**src/hw/scsd_pkg.sv**
```systemverilog
// constants and carrier types for the secondary configuration select decoder
package scsd_pkg;

  // ==========================================================================
  // primary address field positions
  localparam int DEV_NUM_MSB   = 15;
  localparam int DEV_NUM_LSB   = 11;
  localparam int FUNC_NUM_MSB  = 10;
  localparam int FUNC_NUM_LSB  = 8;
  localparam int REG_NUM_MSB   = 7;
  localparam int REG_NUM_LSB   = 2;

  // ==========================================================================
  // decode limits
  localparam logic [4:0] DEV_LAST_SELECTABLE = 5'h0f;
  localparam logic [4:0] DEV_SPECIAL         = 5'h1f;
  localparam int         IDSEL_WIDTH         = 16;
  localparam logic [15:0] IDSEL_NONE         = 16'h0000;
  localparam logic [15:0] IDSEL_ONE          = 16'h0001;

  // ==========================================================================
  // class codes and reset values
  localparam logic [23:0] CLASS_BRIDGE     = 24'h060400;  // standard pci-to-pci bridge
  localparam logic [23:0] CLASS_NONSTD     = 24'hff0000;  // unassigned class, hidden from enumeration
  localparam logic [23:0] CLASS_RESET      = 24'h060400;
  localparam logic        ARB_GRANT_RESET  = 1'b0;

  // ==========================================================================
  // link clock figures
  localparam int REVERSE_PCI_CLK_MHZ = 33;
  localparam int REF_CLK_MHZ         = 100;

  // ==========================================================================
  // carriers
  typedef struct packed {
    logic [4:0] dev_num;
    logic [2:0] func_num;
    logic [5:0] reg_num;
  } scsd_cfg_req_type;

  typedef struct packed {
    logic [15:0] idsel;
    logic        special_cycle;
    logic        cfg_access;
  } scsd_cfg_res_type;

  typedef enum logic [1:0] {
    ST_IDLE  = 2'b01,
    ST_ISSUE = 2'b10
  } scsd_state_type;

endpackage

```
**src/hw/scsd_top.sv**
```systemverilog
// secondary-side configuration select decoder and reverse-mode pin roles
`timescale 1ns/1ns

// Functional notes
// - device 0h..Fh drives exactly one select line, bit 16 plus device number
// - device 1Fh with nonzero register field issues a special cycle
// - device 1Fh with zero register field: no special cycle, no select
// - reverse mode: own select comes from host controller on select pin
// - reverse mode: feedback clock at 33MHz clocks pci; primary and outputs unused
// - reverse mode: request pin zero is grant in, grant pin zero is request out
// - non-transparent mode reports a nonstandard class code
// - serial link reference clocks may be asynchronous if partner supports it
// - forward mode: own select pin tied low; devices take select from lines 16..31
module scsd_top (
  // clock and reset
  input  wire logic                       clk_sys,
  input  wire logic                       rst_n,
  // configuration request from the upstream path
  input  wire logic                       cfg_req_valid,
  input  wire logic [31:0]                cfg_addr,
  output logic                            cfg_req_ready,
  // converted secondary request
  output scsd_pkg::scsd_cfg_res_type      cfg_res,
  output logic                            cfg_res_valid,
  // mode straps and pins from outside
  input  wire logic                       reverse_mode_pin,
  input  wire logic                       nontransparent_pin,
  input  wire logic                       cfg_select_pin,
  input  wire logic                       partner_async_clk_pin,
  input  wire logic                       arb_request_pin_zero,
  input  wire logic                       bus_need,
  // derived pin roles and status
  output logic                            arb_grant_pin_zero,
  output logic                            bus_granted,
  output logic                            self_cfg_select,
  output logic                            use_feedback_clock_in,
  output logic                            secondary_clock_out_en,
  output logic                            refclk_async_ok,
  output logic [23:0]                     class_code
);

  // ==========================================================================
  // pin synchronisers: two stages, first stage read only by the second
  localparam int NSYNC = 5;
  logic [NSYNC-1:0] sync_a;
  logic [NSYNC-1:0] sync_b;
  logic [NSYNC-1:0] pin_raw;
  logic             reverse_mode;
  logic             nontransparent;
  logic             cfg_select;
  logic             partner_async;
  logic             arb_req_in;

  assign pin_raw = {reverse_mode_pin, nontransparent_pin, cfg_select_pin,
                    partner_async_clk_pin, arb_request_pin_zero};

  // plain two-flop chain per pin
  always_ff @(posedge clk_sys or negedge rst_n) begin
    if (!rst_n) begin
      sync_a <= '0;
      sync_b <= '0;
    end else begin
      sync_a <= pin_raw;
      sync_b <= sync_a;
    end
  end

  assign reverse_mode   = sync_b[4];
  assign nontransparent = sync_b[3];
  assign cfg_select     = sync_b[2];
  assign partner_async  = sync_b[1];
  assign arb_req_in     = sync_b[0];

  // ==========================================================================
  // request decode
  scsd_pkg::scsd_cfg_req_type req;
  scsd_pkg::scsd_cfg_res_type decoded;

  assign req.dev_num  = cfg_addr[scsd_pkg::DEV_NUM_MSB:scsd_pkg::DEV_NUM_LSB];
  assign req.func_num = cfg_addr[scsd_pkg::FUNC_NUM_MSB:scsd_pkg::FUNC_NUM_LSB];
  assign req.reg_num  = cfg_addr[scsd_pkg::REG_NUM_MSB:scsd_pkg::REG_NUM_LSB];

  // one-hot select table; all-zero for high device numbers
  always_comb begin
    decoded.idsel         = scsd_pkg::IDSEL_NONE;
    decoded.special_cycle = 1'b0;
    decoded.cfg_access    = 1'b0;
    if (req.dev_num <= scsd_pkg::DEV_LAST_SELECTABLE) begin
      decoded.idsel      = scsd_pkg::IDSEL_ONE << req.dev_num[3:0];
      decoded.cfg_access = 1'b1;
    end else if (req.dev_num == scsd_pkg::DEV_SPECIAL) begin
      decoded.special_cycle = (req.reg_num != 6'h00);
    end else begin
      decoded.cfg_access = 1'b1;  // access runs but selects nobody
    end
  end

  // ==========================================================================
  // issue state machine: one request in flight, result held one cycle
  scsd_pkg::scsd_state_type   state;
  scsd_pkg::scsd_state_type   next_state;
  scsd_pkg::scsd_cfg_res_type next_res;

  always_comb begin
    next_state = state;
    next_res   = '0;
    case (state)
      scsd_pkg::ST_IDLE: begin
        if (cfg_req_valid) begin
          next_state = scsd_pkg::ST_ISSUE;
          next_res   = decoded;
        end
      end
      scsd_pkg::ST_ISSUE: begin
        next_state = scsd_pkg::ST_IDLE;  // lines drop back low after one cycle
      end
      default: begin
        next_state = scsd_pkg::ST_IDLE;
      end
    endcase
  end

  always_ff @(posedge clk_sys or negedge rst_n) begin
    if (!rst_n) begin
      state   <= scsd_pkg::ST_IDLE;
      cfg_res <= '0;
    end else begin
      state   <= next_state;
      cfg_res <= next_res;
    end
  end

  assign cfg_req_ready = (state == scsd_pkg::ST_IDLE);
  assign cfg_res_valid = (state == scsd_pkg::ST_ISSUE);

  // ==========================================================================
  // pin roles per mode
  logic        next_grant;
  logic        next_self_sel;
  logic [23:0] next_class;

  // forward: grant follows the lone requester; reverse: pin carries our request
  always_comb begin
    next_grant    = reverse_mode ? bus_need : arb_req_in;
    next_self_sel = reverse_mode ? cfg_select : 1'b0;
    next_class    = nontransparent ? scsd_pkg::CLASS_NONSTD
                                   : scsd_pkg::CLASS_BRIDGE;
  end

  always_ff @(posedge clk_sys or negedge rst_n) begin
    if (!rst_n) begin
      arb_grant_pin_zero <= scsd_pkg::ARB_GRANT_RESET;
      self_cfg_select    <= 1'b0;
      class_code         <= scsd_pkg::CLASS_RESET;
    end else begin
      arb_grant_pin_zero <= next_grant;
      self_cfg_select    <= next_self_sel;
      class_code         <= next_class;
    end
  end

  // in reverse mode the request pin is the host arbiter's grant to us
  assign bus_granted = reverse_mode & arb_req_in;

  // clock source select only; the actual mux sits in the clocking block
  assign use_feedback_clock_in  = reverse_mode;
  assign secondary_clock_out_en = ~reverse_mode;
  // async reference clocking only when the partner claims support
  assign refclk_async_ok = partner_async;
endmodule

```
**config.mk**
```make
export PLATFORM = sky130hd
export DESIGN_NAME = scsd_top
export DESIGN_NICKNAME = d
export VERILOG_FILES = /design/src/hw/scsd_pkg.sv /design/src/hw/scsd_top.sv
export SDC_FILE = /design/constraint.sdc
export NUM_CORES = 1
export LEC_CHECK = 0
export CORE_ASPECT_RATIO = 0.8
export CORE_MARGIN = 2
export CORE_UTILIZATION = 30
export DETAILED_ROUTE_END_ITERATION = 8
export DONT_BUFFER_PORTS = 1
export PLACE_DENSITY_LB_ADDON = 0.12
export SLEW_MARGIN = 20
export SYNTH_ARGS = -nofsm -noshare
export SYNTH_HDL_FRONTEND = slang
export SYNTH_SLANG_ARGS = --single-unit
export TNS_END_PERCENT = 100
```
**constraint.sdc**
```tcl
create_clock -name clk_sys -period 2.4 [get_ports clk_sys]
set_clock_uncertainty 0.15 [all_clocks]
set_input_delay 0.48 -clock clk_sys [delete_from_list [all_inputs] [get_ports clk_sys]]
set_output_delay 0.48 -clock clk_sys [all_outputs]
set_load 0.02 [all_outputs]
```
# --- Yosys cells after proc, flatten, opt, wreduce, memory -nomap -nowiden ---
# Cells that the tools add are included.
op_classes:
  shifts: 1
  reduce_logical: 1
  eq_ne: 4
  order_cmp: 1
  mux: 12
  n_bitwise: 2
op_table:
  columns: ["op", "count"]
  rows:
  - ["2-to-1 mux 18 bit", 2]
  - ["2-to-1 mux 24 bit", 1]
  - ["2-to-1 mux 16 bit", 1]
  - ["left shift 1 x 4 -> 16 bit, first input constant", 1]
  - ["2-to-1 mux 1 bit", 6]
  - ["nonzero test 6 bit", 1]
  - ["equality test 5 bit, second input constant", 1]
  - ["<= comparator 5 x 4 -> 1 bit, second input constant", 1]
  - ["2-to-1 mux 2 bit", 2]
  - ["equality test 2 x 1 -> 1 bit, second input constant", 1]
  - ["equality test 2 bit, second input constant", 1]
  - ["inequality test 2 bit, second input constant", 1]
  - ["bitwise AND 1 bit", 1]
  - ["inverter 1 bit", 1]
totals:
  reg_bits: 56
  out_inout_bits: 50

# --- Depth between registers and ports, before layout ---
# Gate-level depths: netlist (run 1).
depth:
  depth_word: 5
  ltp_mapped: 3
  mapped_depth_nobuf: 2

# --- Least setup slack after synthesis (run 1) ---
# OpenSTA, ideal clock, no wires.
synth_timing:
  path_kind: "input -> register"
  from: "input port cfg_addr[12]"
  to: "register cfg_res[2] (netlist name)"
  path_slack_ps: 828
  t_required_ps: 2155
  cell_stages: 3
  arrival_ps: 1327
  n_path_buf: 1
  cell_sequence: "or4b_4 > buf_6 > nor4_4"
synth_rtl:
  columns: ["element", "line", "text"]
  rows:
  - ["start: declaration", "scsd_top.sv:20", "input wire logic [31:0] cfg_addr,"]
  - ["end signal: assignment", "scsd_top.sv:129", "cfg_res <= next_res;"]
  - ["end: declaration", "scsd_top.sv:23", "output scsd_pkg::scsd_cfg_res_type cfg_res,"]

# --- Worst setup path after layout (run 1) ---
layout_timing:
  from: "register state[0]"
  to: "output port cfg_req_ready"
layout_via:
  elab_chain_len: 1
layout_rtl:
  columns: ["element", "line", "text"]
  rows:
  - ["start: declaration", "scsd_top.sv:100", "scsd_pkg::scsd_state_type state;"]
  - ["start signal: assignment", "scsd_top.sv:125", "state <= scsd_pkg::ST_IDLE;"]
  - ["start signal: assignment", "scsd_top.sv:128", "state <= next_state;"]
  - ["equality test 2 x 1 -> 1 bit", "scsd_top.sv:133", "assign cfg_req_ready = (state == scsd_pkg::ST_IDLE);"]
  - ["end: declaration", "scsd_top.sv:21", "output logic cfg_req_ready,"]
# No other way between the ends.

==> results.toml, run 1 <==
[layout]
finish.utilization_pct = 33.10
antennaDiodeCount = 0
drive_above_1_share_pct = 20.79
finalNetCount = 141
syn_to_final_growth_pct = 4.677

[sta]
whs_ps = 79.55
rsz0062_at_grt = "false"
setup_violations = 0
max_freq_mhz = 539.8
post-route-min-period_ps = 1853
setup_tns_ps = 0
slew_violations = 0
hold_viol_final = 0
fin_crit_sh_pct = 77.19
timing.final.ws_setup_ps = 547.5

[power]
power_switching_share_pct = 25.21
pwr-share-clk_pct = 37.3
max-vdd-ir-drop_mv = 0.3015
seq_power_share_pct = 54.4
power.leakage_nw = 0.6360
switchingPower_w = 0.0002851
p_int_w = 0.0008455
combPwrFrac_pct = 8.2
p_per_area_nw_per_um2 = 807.5
power_w = 0.001131

[clocking]
cts_tree = "done"
htreeDepth = 2
root_buffer = "clkbuf_8"
cts_resized = 0
clock_latency_ps = 270
path_clk_slew_ps = 70
cts_made_buffers = 5
cts_setup_buffers = 0
cts_sinks = 34
clockBufferDepth = 2

[global_route]
gr-usage-all-layers_pct = 10.35
antenna_found_initial = 0
grt_pass1_wl_mm = 3.732
grt_pass1_vias = 674
grt_overflow = 0
grt_max_degree = 35

[worst_setup_path]
cp_data_arrival_time_ps = 1220
path_class = "reg -> out"
ff2ff_path_depth = 2
worst_setup_path_end_kind = "output pin"
path_max_fanout = 5
max_stage_delay_ps = 550
r2r_setup_slack_ps = 820
crit_chain = "or2b_1 -> inv_1"
path_delay_family = "flip-flops"
cp.depth = 2
r2r_start = "state[0]"
crit_path_start_kind = "register"
cp_slowest_cell = "dfstp_2"
required_ps = 1770
reg2reg_to = "cfg_res[2]"
critPathBufInv = 1

[hold_path]
hp-start = "arb_request_pin_zero"
hold_depth = 0
hold_end = "sync_a[0]"
hold_class = "in -> reg"

[die]
design.die.area_sq_um = 5012
rows = 21
die_height_um = 63.72
start_util_pct = 31.62
die_w_um = 78.65
fp.coreArea_sq_um = 4230
boundaryPins = 91

[synthesis]
ys_top_cells_by_area = "dfrtp_1, buf_4, dfstp_2"
synthCells = 102
syn_avg_cell_area_sq_um = 13.11
synthDistinctLibCells = 27
netlist_area_sq_um = 1338
yosysWarnings = 0
yosysTopAreaCell = "dfrtp_1"
yosysSeqAreaShare_pct = 63.80
synth_top_area_share_pct = 59.87
yosys_register_bits = 34

[placed_design]
dp_hpwl_mm = 1.566
gp_congestion = 0.6202
pre_cts_ws_ps = 812.8
io_buffers = 0

[routing]
drt_first_iter_violations = 12
wire_per_inst_um = 14.88
routed_wl_mm = 2.351
viasPerCell = 4.203
ant_nets = 0
drc = 0
vias = 664
drt_first_pass_iters = 4

[flow_run]
cap_violations = 0

[run_status]
outcome = "finished, final reports clean"
==> logic make-up after synthesis <==
group	synth area share, %
flops	63.80
buf+inv	15.62
other cells	0.5615
compound gates	1.029
simple gates	18.15
mux	0.8418
==> layer usage <==
layer | GRT usage, % | vias to the layer above | wire (um)
met1 | 13.05 | 326 | 1034
met3 | 5.731 | 7 | 242
met5 | 0 | - | 0
met4 | 4.605 | 0 | 40
met2 | 14.42 | 41 | 1033
li1 | - | 290 | -
==> power by group through the flow <==
stage / clock (W) / sequential, W / combinational [W]
6_report: 0.000422 / 0.000616 / 0.0000931
2_1_floorplan: 0 / 0.000626 / 0.000102
4_1_cts: 0.000442 / 0.000616 / 0.0000944
5_1_grt: 0.000468 / 0.000618 / 0.000102
3_5_place_dp: 0 / 0.000627 / 0.0000773
3_3_place_gp: 0 / 0.000627 / 0.0000768
==> worst max-delay path by stage <==
stage	to	from
6_report	cfg_req_ready	state[0]
5_1_grt	cfg_req_ready	state[0]
4_1_cts	cfg_req_ready	state[0]
3_5_place_dp	cfg_res[2]	cfg_addr[12]
3_3_place_gp	cfg_res[2]	cfg_addr[12]
2_1_floorplan	cfg_res[2]	cfg_addr[12]
==> Yosys cell counts <==
cell and number:
nand2b_1 3, nand4bb_1 1, and4_2 1, buf_4 22, a2111oi_0 1, nand4_1 1
mux2_2 1, dfrtp_1 32, nor4_4 1, buf_2 2, nand3b_1 1, nor3_1 7
a21oi_1 1, and2_1 2, buf_6 1, dfstp_2 2, inv_1 4, nor4_2 1
or2b_1 1, nor2_1 1, clkbuf_1 2, nor4_1 3, or4b_4 1, nor3_2 5
nor2b_1 1, conb_1 2, nand2_1 2
==> state kept, by name, summed over array words and instances (netlist names) <==
name,cells
class_code,2
state,2
cfg_res,18
sync_a,5
arb_grant_pin_zero,1
self_cfg_select,1
sync_b,5
==> per-stage QoR <==
step | std cells | instance area, sq um
after floorplan | 117 | 1394
after global placement | 148 | 1279
after detailed placement | 148 | 1279
after CTS | 158 | 1400
after global routing | 158 | 1400
final | 158 | 1400
==> cell type report <==
class                           count  area [sq um]
Clock inverter                      1         5.005
Sequential cell                    34         853.3
Timing Repair Buffer                3         37.54
Fill cell                         423          2830
Clock buffer                        7         86.33
Inverter                            4         15.01
Multi-Input combinational cell     52         331.6
Tap cell                           57         71.32
==> cells in the final DEF (no fill, tap or decap), drive strengths merged, types with 2 or more instances in the layout <==
cell type  instances
and2               2
buf                2
clkbuf             7
conb              17
dfrtp             32
dfstp              2
inv                4
nand2              2
nand2b             3
nor3              12
nor4               5
==> what timing repair did <==
| item | in CTS | in global routing |
|---|---|---|
| endpoints found under the setup margin | 0 | 0 |
| hold buffers | 2 | 0 |
| hold endpoints to repair | 34 | 0 |
Power figures use the tool's default switching activity.
==> inputs of run 2 (changes only) <==
- ABC_AREA: default -> 1
- clock period: 2.4 -> 1.7 ns (I/O delays scaled with it)
==> run 2 against run 1 <==
- largest power group unchanged
- sequential power up 41%
- sequential share of layout area decreased by 1.9 points
- core utilization grew 1.3 points
- synthesized cell count is 14% higher
- final cell count up 15%
- critical endpoint is now cfg_res_valid
- first-iteration DRC count down 50%
- flip-flop and latch count unchanged
- routed wire length shrank 7.4%
- hold slack worse by 42 ps
- synthesized area shrank 1.7%
- die area decreased by 1.6%
- critical path type unchanged
==> results.toml, run 2 <==
[worst_setup_path]
ff2ff_path_depth = 4
required_ps = 1210
cp_data_arrival_time_ps = 1110
reg2reg_to = "cfg_res[4]"
critPathBufInv = 1
crit_path_start_kind = "register"
crit_chain = "inv_1 -> nor2_1"
max_stage_delay_ps = 440
path_max_fanout = 2
r2r_start = "state[0]"
path_class = "reg -> out"
cp_slowest_cell = "dfrtp_1"
path_delay_family = "flip-flops"
r2r_setup_slack_ps = 390
worst_setup_path_end_kind = "output pin"

[synthesis]
yosysSeqAreaShare_pct = 64.89
netlist_area_sq_um = 1315
yosysWarnings = 0
synth_flop_cell = "dfrtp_1"
syn_avg_cell_area_sq_um = 11.34
yosysTopAreaCell = "dfrtp_1"
ys_top_cells_by_count = "dfrtp_1, nor2_1, buf_4, inv_1, nand2_1"
synth.most_common_cell = "dfrtp_1"
synth_top_area_share_pct = 60.89
synthDistinctLibCells = 13
async_reset_ff_share_pct = 100.0
yosys_register_bits = 34
ys_top_cells_by_area = "dfrtp_1, buf_4, nor2_1"
synthCells = 116
synth-edff-count = 0

[sta]
fin_crit_sh_pct = 94.31
max_freq_mhz = 623.8
setup_tns_ps = 0
timing.final.ws_setup_ps = 96.81
slew_violations = 0
post-route-min-period_ps = 1603
setup_violations = 0
rsz0062_at_grt = "false"
hold_viol_final = 0

[layout]
final_common_cell = "dfrtp_1"
fillerInstances = 435
final_area_sq_um = 1445
drive_above_1_share_pct = 13.60
largest_register_ffs = 18
finalNetCount = 165
regMostFlops = "cfg_res"
final_cell_mix = "dfrtp_1, nor2_1, conb_1"
reg.largest.list = "cfg_res: 18 flops, sync_a: 5 flops, sync_b: 5 flops"
fin_cells = 182
syn_to_final_growth_pct = 9.896
antennaDiodeCount = 0

[routing]
vias = 707
drc = 0
routed_wl_mm = 2.178
drt_first_iter_violations = 6
drt_first_pass_iters = 2
ant_nets = 0
wire_per_inst_um = 11.97
viasPerCell = 3.885

[global_route]
grt_pass1_wl_mm = 3.732
grt_overflow = 0
grt_pass1_vias = 787
gr-usage-all-layers_pct = 10.16
grt_max_degree = 35
antenna_found_initial = 0

[die]
die_height_um = 63.22
design.die.area_sq_um = 4932
start_util_pct = 31.28
boundaryPins = 91
rows = 21
fp.coreArea_sq_um = 4204
die_w_um = 78.02

[clocking]
cts_made_buffers = 5
path_clk_slew_ps = 60
clockBufferDepth = 2
cts_resized = 0
root_buffer = "clkbuf_8"
cts_tree = "done"
cts_sinks = 34
clock_latency_ps = 270
htreeDepth = 2

[placed_design]
pre_cts_ws_ps = 376.7
io_buffers = 0
post_dp_cell_area_sq_um = 1285
dp_cells = 167
dp_hpwl_mm = 1.529
gp_congestion = 0.7707

[hold_path]
hp-start = "cfg_req_valid"
hold_depth = 2
hold_end = "state[1]"
hold_class = "in -> reg"

[flow_run]
cap_violations = 0

[power]
power_w = 0.001567
p_per_area_nw_per_um2 = 1084
max-vdd-ir-drop_mv = 0.3025
power.leakage_nw = 0.7181

[run_status]
outcome = "finished, final reports clean"
-- run 2: area by class of cell --
class | instances | area, sq um | share of cell area [%]
repair buffers | 8 | 87.58 | 6.061
multi-input cells | 62 | 304.0 | 21.04
inverters | 13 | 48.80 | 3.377
flip-flops and latches | 34 | 853.3 | 59.05
well taps | 57 | 71.32 | 4.935
clock buffers | 8 | 80.08 | 5.541
-- run 2: cell families after synthesis --
logic type,synth area share [%]
AND/OR/NAND/NOR,18.27
buffers and inverters,16.27
flip-flops,64.89
other,0.5711
-- run 2: layer usage --
metal  up-vias  part of all wire, %  global-route usage, %
li1        323                    -                      -
met4         0                  1.1                  4.605
met3         5                   12                  6.017
met5         -                    0                      0
met1       335                   38                  10.68
met2        44                   48                  16.38
-- run 2: where the power goes --
part           internal [W]  total, W  switching [W]
Clock              0.000290  0.000546       0.000256
Combinational     0.0000371  0.000149       0.000112
Sequential         0.000840  0.000871      0.0000315
Total               0.00117   0.00157       0.000400
-- run 2: how the worst max path moves through the flow --
| stage | end | depth (start not counted) | startpoint |
|---|---|---|---|
| 2_1_floorplan | cfg_res_valid | 2 | state[1] |
| 6_report | cfg_res_valid | 2 | state[1] |
| 3_5_place_dp | cfg_res[14] | 4 | state[0] |
| 5_1_grt | cfg_res_valid | 2 | state[1] |
| 3_3_place_gp | cfg_res_valid | 2 | state[1] |
| 4_1_cts | cfg_res_valid | 2 | state[1] |
-- run 2: timing repair --
item                                   4_1_cts  5_1_grt
hold buffers                                 7        0
buffers inserted                             0        0
endpoints found under the hold margin       39        0
-- run 2: per-stage QoR --
step	util [%]	hold WS, ps
6_report	34.38	37.81
5_1_grt	34.38	17.83
4_1_cts	34.38	25.06
3_5_place_dp	30.57	-104.8
3_3_place_gp	30.57	-104.8
2_1_floorplan	-	-105.6
